--- config.mk ---
export PLATFORM = sky130hd
export DESIGN_NAME = serial_link_deframer_control
export DESIGN_NICKNAME = d
export VERILOG_FILES = /design/src/hw/deframer_ctrl_pkg.sv /design/src/hw/serial_link_deframer_control.sv
export SDC_FILE = /design/constraint.sdc
export NUM_CORES = 1
export LEC_CHECK = 0
export CAP_MARGIN = 20
export CORE_ASPECT_RATIO = 1.2
export CORE_MARGIN = 2
export CORE_UTILIZATION = 40
export CTS_CLUSTER_DIAMETER = 150
export DETAILED_ROUTE_END_ITERATION = 16
export DONT_BUFFER_PORTS = 1
export PLACE_DENSITY = 0.51
export SYNTH_ARGS = -nofsm -noshare
export SYNTH_HDL_FRONTEND = slang
export SYNTH_SLANG_ARGS = --single-unit
--- constraint.sdc ---
create_clock -name clock -period 2 [get_ports clock]
set_input_delay 0.1 -clock clock [delete_from_list [all_inputs] [get_ports clock]]
set_output_delay 0.1 -clock clock [all_outputs]
set_load 0.05 [all_outputs]
--- src/hw/deframer_ctrl_pkg.sv ---
// Purpose: shared constants and types for the deframer control block
// Assumes: registers sit on one aligned 32-bit word each, byte address = 4 * index
// Notes: only the low byte of each word carries data; upper bits read as zero
package deframer_ctrl_pkg;

  // bus geometry
  localparam int ADDR_W = 14;
  localparam int DATA_W = 32;
  localparam int IDX_W = 12;

  // register indexes; the byte address is the index shifted left by two
  localparam logic [IDX_W-1:0] IDX_CTRL_ZERO = 12'h475;
  localparam logic [IDX_W-1:0] IDX_CTRL_ONE = 12'h476;
  localparam logic [IDX_W-1:0] IDX_CTRL_TWO = 12'h477;
  localparam logic [IDX_W-1:0] IDX_LINK_STATUS = 12'h479;

  // deframer_control_zero fields
  localparam int BIT_RECEIVER_DISABLE = 7;
  localparam int BIT_END_CHAR_SUBST_OFF = 6;
  localparam int BIT_SYNC_RESET = 3;
  localparam int BIT_FORCED_RESYNC = 2;
  localparam int BIT_BAD_FRAME_SUBST_ON = 0;
  // deframer_control_one fields
  localparam int BIT_DISPARITY_QUALIFY = 4;
  localparam int BIT_DESCRAMBLER_START = 3;
  localparam int BIT_POST_SYNC_SELECT = 2;
  localparam int BIT_SKIP_ALIGNMENT = 1;
  localparam int BIT_CHECKSUM_METHOD = 0;
  // deframer_control_two fields
  localparam int BIT_LINK_TEST_MODE = 7;
  localparam int BIT_REPEAT_PATTERN = 5;

  // reset values and writable-bit masks
  localparam logic [7:0] CTRL_ZERO_RST = 8'h01;
  localparam logic [7:0] CTRL_ONE_RST = 8'h14;
  localparam logic [7:0] CTRL_TWO_RST = 8'h00;
  localparam logic [7:0] CTRL_ZERO_MASK = 8'hcd;
  localparam logic [7:0] CTRL_ONE_MASK = 8'h1f;
  localparam logic [7:0] CTRL_TWO_MASK = 8'ha0;

  // descrambler start octet choices
  localparam logic [1:0] OCTET_FIRST = 2'h0;
  localparam logic [1:0] OCTET_THIRD = 2'h2;

  // avalon response codes
  localparam logic [1:0] RESP_OKAY = 2'h0;
  localparam logic [1:0] RESP_DECODEERROR = 2'h3;

  // link phase, one-hot
  typedef enum logic [2:0] {
    PH_CGS = 3'b001,
    PH_ILAS = 3'b010,
    PH_DATA = 3'b100
  } link_phase_e;

  // one decoded character per cycle plus link events from the lane
  typedef struct packed {
    logic valid;             // character present this cycle
    logic is_k;              // character is /K/
    logic is_r;              // character is /R/
    logic nit_err;           // not-in-table error on this character
    logic rd_err;            // running disparity error on this character
    logic end_of_frame;      // frame-end position, candidate for /F/
    logic end_of_multiframe; // multiframe-end position, candidate for /A/
    logic frame_err;         // frame received with errors
    logic cgs_achieved;      // code group sync reached
    logic ilas_done;         // alignment sequence finished
    logic disparity_limit;   // enough disparity errors counted
  } lane_char_s;

  // steering toward the lane datapath
  typedef struct packed {
    logic run;               // deframer active
    logic rd_err_report;     // qualified disparity error
    logic nit_err_report;    // not-in-table error
    logic substitute_end;    // replace end character now
    logic replace_frame;     // replace the errored frame
    logic [1:0] descramble_octet; // first descrambled octet
    logic checksum_method;   // checksum method select
    logic repeat_pattern_check; // repetitive pattern check on
    logic expect_ilas_forever; // test mode expectation
  } datapath_ctrl_s;

endpackage

--- src/hw/serial_link_deframer_control.sv ---
// Purpose: control logic for a serial link receive deframer
// Assumes: single clock; lane characters arrive decoded, one per cycle
// Notes: registers reached over avalon-mm, one wait state per access
`timescale 1ns/1ps
// register map, one 8-bit register in the low byte of each 32-bit word:
//   byte 0x11d4 deframer_control_zero: 7 receiver off, 6 end subst off, 3 sync reset,
//     2 forced resync, 0 bad frame subst on
//   byte 0x11d8 deframer_control_one: 4 disparity qualify, 3 descrambler start,
//     2 post-sync select, 1 skip alignment, 0 checksum method
//   byte 0x11dc deframer_control_two: 7 link test mode, 5 repeat pattern test
//   byte 0x11e4 link status, read only: 3 resync request, 2:0 phase one-hot
// any other or misaligned address answers with a decode error and reads zero
module serial_link_deframer_control (
  input wire logic clock, // 100 MHz system clock
  input wire logic rst_n, // asynchronous reset, active low
  input wire logic [deframer_ctrl_pkg::ADDR_W-1:0] address, // byte address
  input wire logic read, // read request
  input wire logic write, // write request
  input wire logic [deframer_ctrl_pkg::DATA_W-1:0] writedata, // write data
  input wire logic [3:0] byteenable, // byte lanes
  output logic [deframer_ctrl_pkg::DATA_W-1:0] readdata, // read data
  output logic [1:0] response, // okay or decode error
  output logic waitrequest, // stall while not done
  input wire deframer_ctrl_pkg::lane_char_s lane_char, // decoded lane input
  output deframer_ctrl_pkg::datapath_ctrl_s datapath_ctrl, // datapath steering
  output logic resync_request_output // sync request toward transmitter
);

  // register index of a byte address, or all ones when misaligned
  // shared by the read decode and the write decode
  function automatic logic [deframer_ctrl_pkg::IDX_W-1:0] reg_index(
      input logic [deframer_ctrl_pkg::ADDR_W-1:0] addr);
    logic [deframer_ctrl_pkg::IDX_W-1:0] idx;
    idx = addr[deframer_ctrl_pkg::ADDR_W-1:2];
    if (addr[1:0] != 2'h0) begin
      idx = '1;
    end
    return idx;
  endfunction

  // true when the index names a mapped register
  // the status word is mapped but read only
  function automatic logic is_mapped(input logic [deframer_ctrl_pkg::IDX_W-1:0] idx);
    return (idx == deframer_ctrl_pkg::IDX_CTRL_ZERO) ||
           (idx == deframer_ctrl_pkg::IDX_CTRL_ONE) ||
           (idx == deframer_ctrl_pkg::IDX_CTRL_TWO) ||
           (idx == deframer_ctrl_pkg::IDX_LINK_STATUS);
  endfunction

  // register state and next values
  logic [deframer_ctrl_pkg::IDX_W-1:0] idx;
  logic [7:0] ctrl_zero_r, ctrl_zero_nxt;
  logic [7:0] ctrl_one_r, ctrl_one_nxt;
  logic [7:0] ctrl_two_r, ctrl_two_nxt;
  logic ack_r, ack_nxt;
  logic [deframer_ctrl_pkg::DATA_W-1:0] readdata_r, readdata_nxt;
  logic [1:0] response_r, response_nxt;
  deframer_ctrl_pkg::link_phase_e phase_r, phase_nxt;
  logic prev_k_r, prev_k_nxt;
  logic resync_r, resync_nxt;
  deframer_ctrl_pkg::datapath_ctrl_s ctrl_r, ctrl_nxt;
  // field views and decoded strobes
  logic sync_reset;
  logic rx_off;
  logic active;
  logic resync_event;
  logic do_write;

  assign idx = reg_index(address);

  // field views of the control registers
  assign sync_reset = ctrl_zero_r[deframer_ctrl_pkg::BIT_SYNC_RESET];
  assign rx_off = ctrl_zero_r[deframer_ctrl_pkg::BIT_RECEIVER_DISABLE];
  assign active = !sync_reset && !rx_off;

  // bus handshake: one wait cycle, then completion
  // the first cycle of a request decodes and loads read data and response;
  // waitrequest then drops and a write lands on the edge that ends it
  // read data is registered, so no decode path reaches the bus directly
  always_comb begin
    ack_nxt = (read || write) && !ack_r;
    do_write = write && ack_r;
    readdata_nxt = readdata_r;
    response_nxt = response_r;
    if ((read || write) && !ack_r) begin
      response_nxt = is_mapped(idx) ? deframer_ctrl_pkg::RESP_OKAY :
                     deframer_ctrl_pkg::RESP_DECODEERROR;
      readdata_nxt = '0;
      if (read) begin
        case (idx)
          deframer_ctrl_pkg::IDX_CTRL_ZERO: begin
            readdata_nxt[7:0] = ctrl_zero_r;
          end
          deframer_ctrl_pkg::IDX_CTRL_ONE: begin
            readdata_nxt[7:0] = ctrl_one_r;
          end
          deframer_ctrl_pkg::IDX_CTRL_TWO: begin
            readdata_nxt[7:0] = ctrl_two_r;
          end
          deframer_ctrl_pkg::IDX_LINK_STATUS: begin
            readdata_nxt[7:0] = {4'h0, resync_r, phase_r};
          end
          default: begin
            readdata_nxt = '0;
          end
        endcase
      end
    end
  end

  // bus response registers
  always_ff @(posedge clock or negedge rst_n) begin
    if (!rst_n) begin
      ack_r <= 1'b0;
      readdata_r <= '0;
      response_r <= deframer_ctrl_pkg::RESP_OKAY;
    end else begin
      ack_r <= ack_nxt;
      readdata_r <= readdata_nxt;
      response_r <= response_nxt;
    end
  end

  // handshake out combinational, data and response out of flip-flops
  assign waitrequest = (read || write) && !ack_r;
  assign readdata = readdata_r;
  assign response = response_r;

  // register writes; only writable bits take the data, reserved stay zero
  // a write with byte lane 0 off is acknowledged but stores nothing
  // the soft reset bit leaves these registers alone; only deframer state clears
  always_comb begin
    ctrl_zero_nxt = ctrl_zero_r;
    ctrl_one_nxt = ctrl_one_r;
    ctrl_two_nxt = ctrl_two_r;
    if (do_write && byteenable[0]) begin
      case (idx)
        deframer_ctrl_pkg::IDX_CTRL_ZERO: begin
          ctrl_zero_nxt = writedata[7:0] & deframer_ctrl_pkg::CTRL_ZERO_MASK;
        end
        deframer_ctrl_pkg::IDX_CTRL_ONE: begin
          ctrl_one_nxt = writedata[7:0] & deframer_ctrl_pkg::CTRL_ONE_MASK;
        end
        deframer_ctrl_pkg::IDX_CTRL_TWO: begin
          ctrl_two_nxt = writedata[7:0] & deframer_ctrl_pkg::CTRL_TWO_MASK;
        end
        default: begin
          ctrl_zero_nxt = ctrl_zero_r;
        end
      endcase
    end
  end

  // control registers
  always_ff @(posedge clock or negedge rst_n) begin
    if (!rst_n) begin
      ctrl_zero_r <= deframer_ctrl_pkg::CTRL_ZERO_RST;
      ctrl_one_r <= deframer_ctrl_pkg::CTRL_ONE_RST;
      ctrl_two_r <= deframer_ctrl_pkg::CTRL_TWO_RST;
    end else begin
      ctrl_zero_r <= ctrl_zero_nxt;
      ctrl_one_r <= ctrl_one_nxt;
      ctrl_two_r <= ctrl_two_nxt;
    end
  end

  // resync causes once code group sync is reached
  // with post-sync select set, a /K/ followed by anything but /K/ or /R/ counts;
  // with it clear, only the lane's disparity-limit flag counts; no cause is
  // taken while the phase machine is still hunting for code group sync
  always_comb begin
    resync_event = 1'b0;
    if (active && !phase_r[0]) begin
      if (ctrl_one_r[deframer_ctrl_pkg::BIT_POST_SYNC_SELECT]) begin
        resync_event = prev_k_r && lane_char.valid &&
                       !lane_char.is_k && !lane_char.is_r;
      end else begin
        resync_event = lane_char.disparity_limit;
      end
    end
  end

  // link phase machine: sync, alignment sequence, user data
  // skip alignment wins over test mode, so a single-lane link with both set
  // goes straight to user data; test mode otherwise parks the machine in the
  // alignment phase, and any resync cause sends it back to sync hunting
  // held in sync hunting while the soft reset or receiver disable bit is set
  always_comb begin
    phase_nxt = phase_r;
    prev_k_nxt = prev_k_r;
    if (!active) begin
      phase_nxt = deframer_ctrl_pkg::PH_CGS;
      prev_k_nxt = 1'b0;
    end else begin
      if (lane_char.valid) begin
        prev_k_nxt = lane_char.is_k;
      end
      case (phase_r)
        deframer_ctrl_pkg::PH_CGS: begin
          if (lane_char.cgs_achieved) begin
            if (ctrl_one_r[deframer_ctrl_pkg::BIT_SKIP_ALIGNMENT]) begin
              phase_nxt = deframer_ctrl_pkg::PH_DATA;
            end else begin
              phase_nxt = deframer_ctrl_pkg::PH_ILAS;
            end
          end
        end
        deframer_ctrl_pkg::PH_ILAS: begin
          if (resync_event) begin
            phase_nxt = deframer_ctrl_pkg::PH_CGS;
          end else if (lane_char.ilas_done &&
                       !ctrl_two_r[deframer_ctrl_pkg::BIT_LINK_TEST_MODE]) begin
            phase_nxt = deframer_ctrl_pkg::PH_DATA;
          end
        end
        deframer_ctrl_pkg::PH_DATA: begin
          if (resync_event) begin
            phase_nxt = deframer_ctrl_pkg::PH_CGS;
          end
        end
        default: begin
          phase_nxt = deframer_ctrl_pkg::PH_CGS;
        end
      endcase
    end
  end

  always_ff @(posedge clock or negedge rst_n) begin
    if (!rst_n) begin
      phase_r <= deframer_ctrl_pkg::PH_CGS; // sync hunting after reset
      prev_k_r <= 1'b0;
    end else begin
      phase_r <= phase_nxt;
      prev_k_r <= prev_k_nxt;
    end
  end

  // sync request: forced by software, during sync, or on a resync cause
  // the forced bit acts even while the deframer is held, so software can
  // keep the transmitter in sync hunting across a reconfiguration
  // the output is registered to keep the pin free of decode glitches
  always_comb begin
    resync_nxt = ctrl_zero_r[deframer_ctrl_pkg::BIT_FORCED_RESYNC];
    if (active && (phase_r[0] || resync_event)) begin
      resync_nxt = 1'b1;
    end
  end

  // datapath steering, registered
  // per-character fields pulse for one cycle, one edge after the character;
  // configuration fields follow the registers as levels
  // everything per character is forced low while the deframer is held
  always_comb begin
    ctrl_nxt = '0;
    ctrl_nxt.run = active;
    if (active && lane_char.valid) begin
      ctrl_nxt.nit_err_report = lane_char.nit_err;
      ctrl_nxt.rd_err_report = lane_char.rd_err &&
          !(ctrl_one_r[deframer_ctrl_pkg::BIT_DISPARITY_QUALIFY] &&
            lane_char.nit_err);
      ctrl_nxt.substitute_end = phase_r[2] &&
          !ctrl_zero_r[deframer_ctrl_pkg::BIT_END_CHAR_SUBST_OFF] &&
          (lane_char.end_of_frame || lane_char.end_of_multiframe);
    end
    ctrl_nxt.replace_frame = active && phase_r[2] && lane_char.frame_err &&
        ctrl_zero_r[deframer_ctrl_pkg::BIT_BAD_FRAME_SUBST_ON];
    ctrl_nxt.descramble_octet = ctrl_one_r[deframer_ctrl_pkg::BIT_DESCRAMBLER_START] ?
        deframer_ctrl_pkg::OCTET_THIRD : deframer_ctrl_pkg::OCTET_FIRST;
    ctrl_nxt.checksum_method = ctrl_one_r[deframer_ctrl_pkg::BIT_CHECKSUM_METHOD];
    ctrl_nxt.expect_ilas_forever =
        ctrl_two_r[deframer_ctrl_pkg::BIT_LINK_TEST_MODE];
    // pattern check only honoured outside link-layer test mode
    ctrl_nxt.repeat_pattern_check = ctrl_two_r[deframer_ctrl_pkg::BIT_REPEAT_PATTERN] &&
        !ctrl_two_r[deframer_ctrl_pkg::BIT_LINK_TEST_MODE];
  end

  // steering and sync request registers
  always_ff @(posedge clock or negedge rst_n) begin
    if (!rst_n) begin
      resync_r <= 1'b0;
      ctrl_r <= '0;
    end else begin
      resync_r <= resync_nxt;
      ctrl_r <= ctrl_nxt;
    end
  end

  // outputs straight from flip-flops
  assign resync_request_output = resync_r;
  assign datapath_ctrl = ctrl_r;

endmodule

==> results of run 1 <==
[sequential cells by signal, summed over array words and instances (netlist names)]
signal	flops
datapath_ctrl	9
ack_r	1
readdata	8
phase_r	3
resync_request_output	1
response	1
ctrl_one_r	5
ctrl_zero_r	5
ctrl_two_r	2
prev_k_r	1
[kinds of logic (layout without fill, tap and decap cells)]
group,count (synthesis),count (layout),synth area share
AOI/OAI and AO/OA,24,24,0.0949
xor gates and xnor gates,1,1,0.00503
buffers and inverters,31,33,0.123
DFF,36,36,0.520
muxes,14,14,0.0899
other,1,25,0.00215
and+or+nand+nor,49,49,0.165
[per-layer routing]
metal | share of wire | wire, um | vias to the layer above
li1 | - | - | 551
met1 | 0.38 | 1420 | 591
met2 | 0.51 | 1940 | 61
met3 | 0.086 | 325 | 7
met4 | 0.021 | 80 | 0
met5 | 0 | 0 | -
[path summary, 6_finish.rpt]
| kind | start | end | slack, ns |
|---|---|---|---|
| worst max-delay path | ctrl_one_r[4]$_DFFE_PN1P_ | datapath_ctrl[8]$_DFF_PN0_ | 0.08 |
| min in group asynchronous | rst_n | ctrl_zero_r[6]$_DFFE_PN0P_ | 0.26 |
| max in group asynchronous | rst_n | ctrl_zero_r[0]$_DFFE_PN1P_ | 1.48 |
| worst min register to register | ctrl_one_r[0]$_DFFE_PN0P_ | datapath_ctrl[2]$_DFF_PN0_ | 0.40 |
| worst max register to register | ctrl_one_r[4]$_DFFE_PN1P_ | datapath_ctrl[8]$_DFF_PN0_ | 0.08 |
| worst min-delay path | lane_char[3] | datapath_ctrl[5]$_DFF_PN0_ | 0.02 |
[where the power goes]
group / total [W] / switching [W] / internal, W / leakage [nW]
clock: 0.000527 / 0.000252 / 0.000275 / 0.0510
combinational: 0.000258 / 0.000184 / 0.0000740 / 0.404
sequential: 0.000814 / 0.0000539 / 0.000760 / 0.466
[metrics by stage]
stage          cells  setup WS [ns]  hold WS (ns)
6_report         238         0.0827        0.0184
5_1_grt          238         0.0463       0.00966
4_1_cts          238         0.0979        0.0129
3_5_place_dp     211         0.0775        -0.195
3_3_place_gp     211          0.155        -0.195
2_1_floorplan    180          0.363        -0.196
[final cells by class]
cell class	count	area (um^2)
clock buffers	6	82.6
inverters	3	11.3
multi-input cells	113	711
flip-flops and latches	36	906
well taps	56	70.1
repair buffers	22	223
fillers	434	2220
clock inverters	2	10.0
[placed cells by master, fill, tap and decap left out, types with 2 or more instances in the layout]
master	n
nand2_1	15
clkbuf_8	6
and4_1	2
a22oi_1	3
conb_1	25
dfstp_2	4
a22o_1	3
nor2b_1	4
or4_4	2
inv_1	3
nand2b_1	3
clkinv_2	2
dfrtp_1	32
o21ai_1	3
mux2_2	13
dlygate4sd3_1	18
buf_4	3
nand3_1	6
nor2_1	5
o21ai_0	6
==> impl_metrics.ini, run 1 <==
[outcome]
status = finished, final reports clean

[synth]
async_reset_ff_frac = 1.00
synthesis.area_mm2 = 0.00174
ys.flop_type = dfrtp_1
syn_avg_cell_area_um2 = 11.2
synth_common_cells = dfrtp_1 (32), buf_4 (26), nand2_1 (15)
yosys.area.top_type_share = 0.460
syn_inst = 156
yosysWarnings = 0
ys_types = 41
yosysSeqAreaShare = 0.520
synth_top_cell_by_area = dfrtp_1
yosysMostFrequentCell = dfrtp_1
synth_edf_count = 0
synth_seq_cells = 36
yosys-top-cells-area = dfrtp_1 (46%), buf_4 (11%), mux2_2 (8.4%)

[drt]
ant_nets = 0
drc = 0
post_drt_wl_per_cell_um = 15.8
wl_mm = 3.77
drt_iter0_drc = 78
first_pass_iters = 5
vias = 1210
vias_per_cell = 5.08

[global_route]
grt_use_total = 0.161
gr-usage-met3 = 0.0606
antenna_found_initial = 0
grt.met1_usage = 0.175
grt_overflow_total = 0
grtUsageMet2 = 0.274
grt_pass1_vias = 1270
grt.busiest_layer = met2
grt_pass1_wl_mm = 5.96
grt_start_max_net_pins = 37

[layout]
antennaDiodeCount = 0
final_area_mm2 = 0.00201
area_growth_pct = 15.7
drive_gt1_frac = 0.176
post-route-util = 0.476
nets = 246

[critical_path]
cp.arrival_ns = 2.09
cp_slowest_cell = dfstp_2
critPathLaunchType = register
path_max_fanout = 3
crit_family = buffers and inverters
slowest_delay_ns = 0.56
crit_chain = nand2_1, nand2_1, dlygate4sd3_1, nor2_1, dlygate4sd3_1
cp.depth = 5
cp.required_ns = 2.17
r2r_cells = 5
critPathKind = register to register
critical_path_buf_inv_count = 2
endpoint_kind = register

[clock_tree]
cts_buffer_depth = 2
cts.repair.resized = 0
post_cts_buffers = 0
numCtsBuffers = 5
holdBufCountCts = 19
cts.clk_slew.worst_paths_ns = 0.07
root_buffer = clkbuf_8
tritoncts = built
htreeDepth = 2
cts.sinks = 36
insertion_delay_ns = 0.29

[sta]
fin_setup_tns_ns = 0
maxSlewHeadroom = 0.556
slew_violations = 0
hold_viol_final = 0
rsz0062_at_grt = false
max_freq_ghz = 0.522
tightest_slew_ns = 0.664
setup_viol = 0
fin_crit_ns = 1.92
clock_skew_ns = 0.00859
period_share = 0.959

[place]
placed_area_mm2 = 0.00172
dp.final_hpwl_mm = 2.79
gp_congestion = 0.723
port-buffer-count = 0

[die]
fp.dieW_um = 64.2
coreArea_mm2 = 0.00423
ios = 111
die_h_um = 76.3
num_rows = 26
die_area_mm2 = 0.00490
start_util = 0.412

[power]
ir_drop_mv = 0.420
cellPowerDensity_mw_per_mm2 = 794
p_leak_nw = 0.921
power_w = 0.00160

[worst_hold_path]
worstHoldPathType = input port to register
hold_depth = 1

[job]
cap_violations = 0
Power figures use the tool's default switching activity.
==> run 2, diff against run 1 <==
Settings changed: CORE_MARGIN 2 to default, CTS_BUF_LIST from default to sky130_fd_sc_hd__clkbuf_4.
Clock period 2 ns to 2.2 ns, I/O delays scaled along.
==> run 2 against run 1 <==
  * Die area shrank 5.7%
  * Largest cell class unchanged
  * Sequential cell count is the same
  * Worst hold slack gained 0.0048 ns
  * Final cell count is the same
  * Register-to-register slack gained 0.21 ns
  * Global-route usage grew 0.69 points
  * Clock-buffer cell count is the same
  * Fmax grew 0.51%
  * Combinational power shrank 8.9%
  * Sequential share of layout area shrank 0.17 points
  * First-iteration DRC count shrank 73%
==> impl_metrics.ini, run 2 (synthesis results as in run 1) <==
[outcome]
status = finished, final reports clean

[layout]
final_area_mm2 = 0.00202
area_growth_pct = 16.1
layout_commonest_cell = dfrtp_1
largest_reg_flops = 9
final_cell_mix = dfrtp_1 (32), conb_1 (25), dlygate4sd3_1 (21)
antennaDiodeCount = 0
nets = 248
drive_gt1_frac = 0.168

[global_route]
grt_overflow_total = 0
grt_pass1_vias = 1254
grt_use_total = 0.168
antenna_found_initial = 0
grt_start_max_net_pins = 37
grt_pass1_wl_mm = 5.84

[sta]
max_freq_ghz = 0.524
fin_crit_ns = 1.91
period_share = 0.867
tightest_slew_ns = 0.656
slew_violations = 0
rsz0062_at_grt = false
setup_viol = 0
clock_skew_ns = 0.00949
hold_viol_final = 0
maxSlewHeadroom = 0.562
fin_setup_tns_ns = 0
holdWs_ns = 0.0231

[critical_path]
r2r_cells = 5
r2r_end = datapath_ctrl[8]$_DFF_PN0_
path_max_fanout = 3
cp.required_ns = 2.43
critPathLaunchType = register
critPathKind = register to register
cp.arrival_ns = 2.14
endpoint_kind = register
r2r-start = ctrl_one_r[4]$_DFFE_PN1P_
reg2reg_slack_ns = 0.29

[power]
p_leak_nw = 0.926
cellPowerDensity_mw_per_mm2 = 712
ir_drop_mv = 0.350

[worst_hold_path]
holdPathEnd = phase_r[2]$_DFFE_PN0P_
hold_depth = 2
min_from = lane_char[2]
worstHoldPathType = input port to register

[clock_tree]
htreeDepth = 2
insertion_delay_ns = 0.33
cts.sinks = 36
numCtsBuffers = 5
cts_buffer_depth = 2
tritoncts = built
post_cts_buffers = 0
cts.repair.resized = 0
root_buffer = clkbuf_4
cts.clk_slew.worst_paths_ns = 0.11

[die]
start_util = 0.428
fp.dieW_um = 62.2
die_area_mm2 = 0.00462
num_rows = 25
ios = 111
coreArea_mm2 = 0.00407
die_h_um = 74.3

[drt]
post_drt_wl_per_cell_um = 15.0
vias_per_cell = 4.93
ant_nets = 0
first_pass_iters = 4
vias = 1174
drc = 0
drt_iter0_drc = 21
wl_mm = 3.57

[place]
dp.final_hpwl_mm = 2.60
port-buffer-count = 0
gp_congestion = 0.743
placed_area_mm2 = 0.00171

[job]
cap_violations = 0
run 2: changes by cell type in the layout (fill, tap and decap cells not counted):
cell,previous run,this run
buf_4,3,2
clkbuf_4,0,6
clkbuf_8,6,0
dlygate4sd3_1,18,21
clkinv_2,2,1
bufinv_16,0,1
run 2: layer usage:
metal / up-vias / track usage / share of wire
met5: - / 0 / 0
met4: 0 / 0.0620 / 0.015
met3: 5 / 0.0598 / 0.080
met2: 54 / 0.303 / 0.51
met1: 561 / 0.184 / 0.39
li1: 554 / - / -
run 2: layout make-up:
cell class | instances | area [um^2]
inverters | 3 | 11.3
clock buffers | 6 | 45.0
repair buffers | 24 | 245
well taps | 54 | 67.6
clock inverters | 2 | 35.0
fillers | 406 | 2050
flip-flops and latches | 36 | 906
multi-input cells | 113 | 711
run 2: per-stage QoR:
stage,worst slack [ns],total power (W),cells,utilization
detailed placement,0.323,0.000940,208,0.421
CTS,0.304,0.00146,238,0.497
finish,0.292,0.00144,238,0.497
floorplan,0.553,0.000950,180,-
global placement,0.340,0.000934,208,0.421
global route,0.190,0.00150,238,0.497
run 2: where the power goes:
part	switching [W]	internal (W)	total [W]
registers	0.0000504	0.000691	0.000741
logic	0.000166	0.0000690	0.000235
clock network	0.000213	0.000251	0.000464
run 2: timing repair:
| item | in CTS | in global routing |
|---|---|---|
| hold buffers | 22 | 0 |
| setup endpoints to repair | 0 | 0 |
| hold endpoints to repair | 56 | 0 |
run 2: worst max path at each step:
stage               cells after the start                       from  slack, ns                    endpoint
floorplan                               4                 address[1]       0.55   ctrl_two_r[5]$_DFFE_PN0P_
global route                            5  ctrl_one_r[4]$_DFFE_PN1P_       0.19  datapath_ctrl[8]$_DFF_PN0_
finish                                  5  ctrl_one_r[4]$_DFFE_PN1P_       0.29  datapath_ctrl[8]$_DFF_PN0_
detailed placement                      4                 address[1]       0.32  ctrl_zero_r[7]$_DFFE_PN0P_
global placement                        4                 address[1]       0.34  ctrl_zero_r[3]$_DFFE_PN0P_
CTS                                     5  ctrl_one_r[4]$_DFFE_PN1P_       0.30  datapath_ctrl[8]$_DFF_PN0_
run 2: critical path, cell delays in order (launching register included):
cell	delay (ns)
dfstp_2	0.57
nand2_1	0.06
nand2_1	0.05
dlygate4sd3_1	0.54
nor2_1	0.04
dlygate4sd3_1	0.54
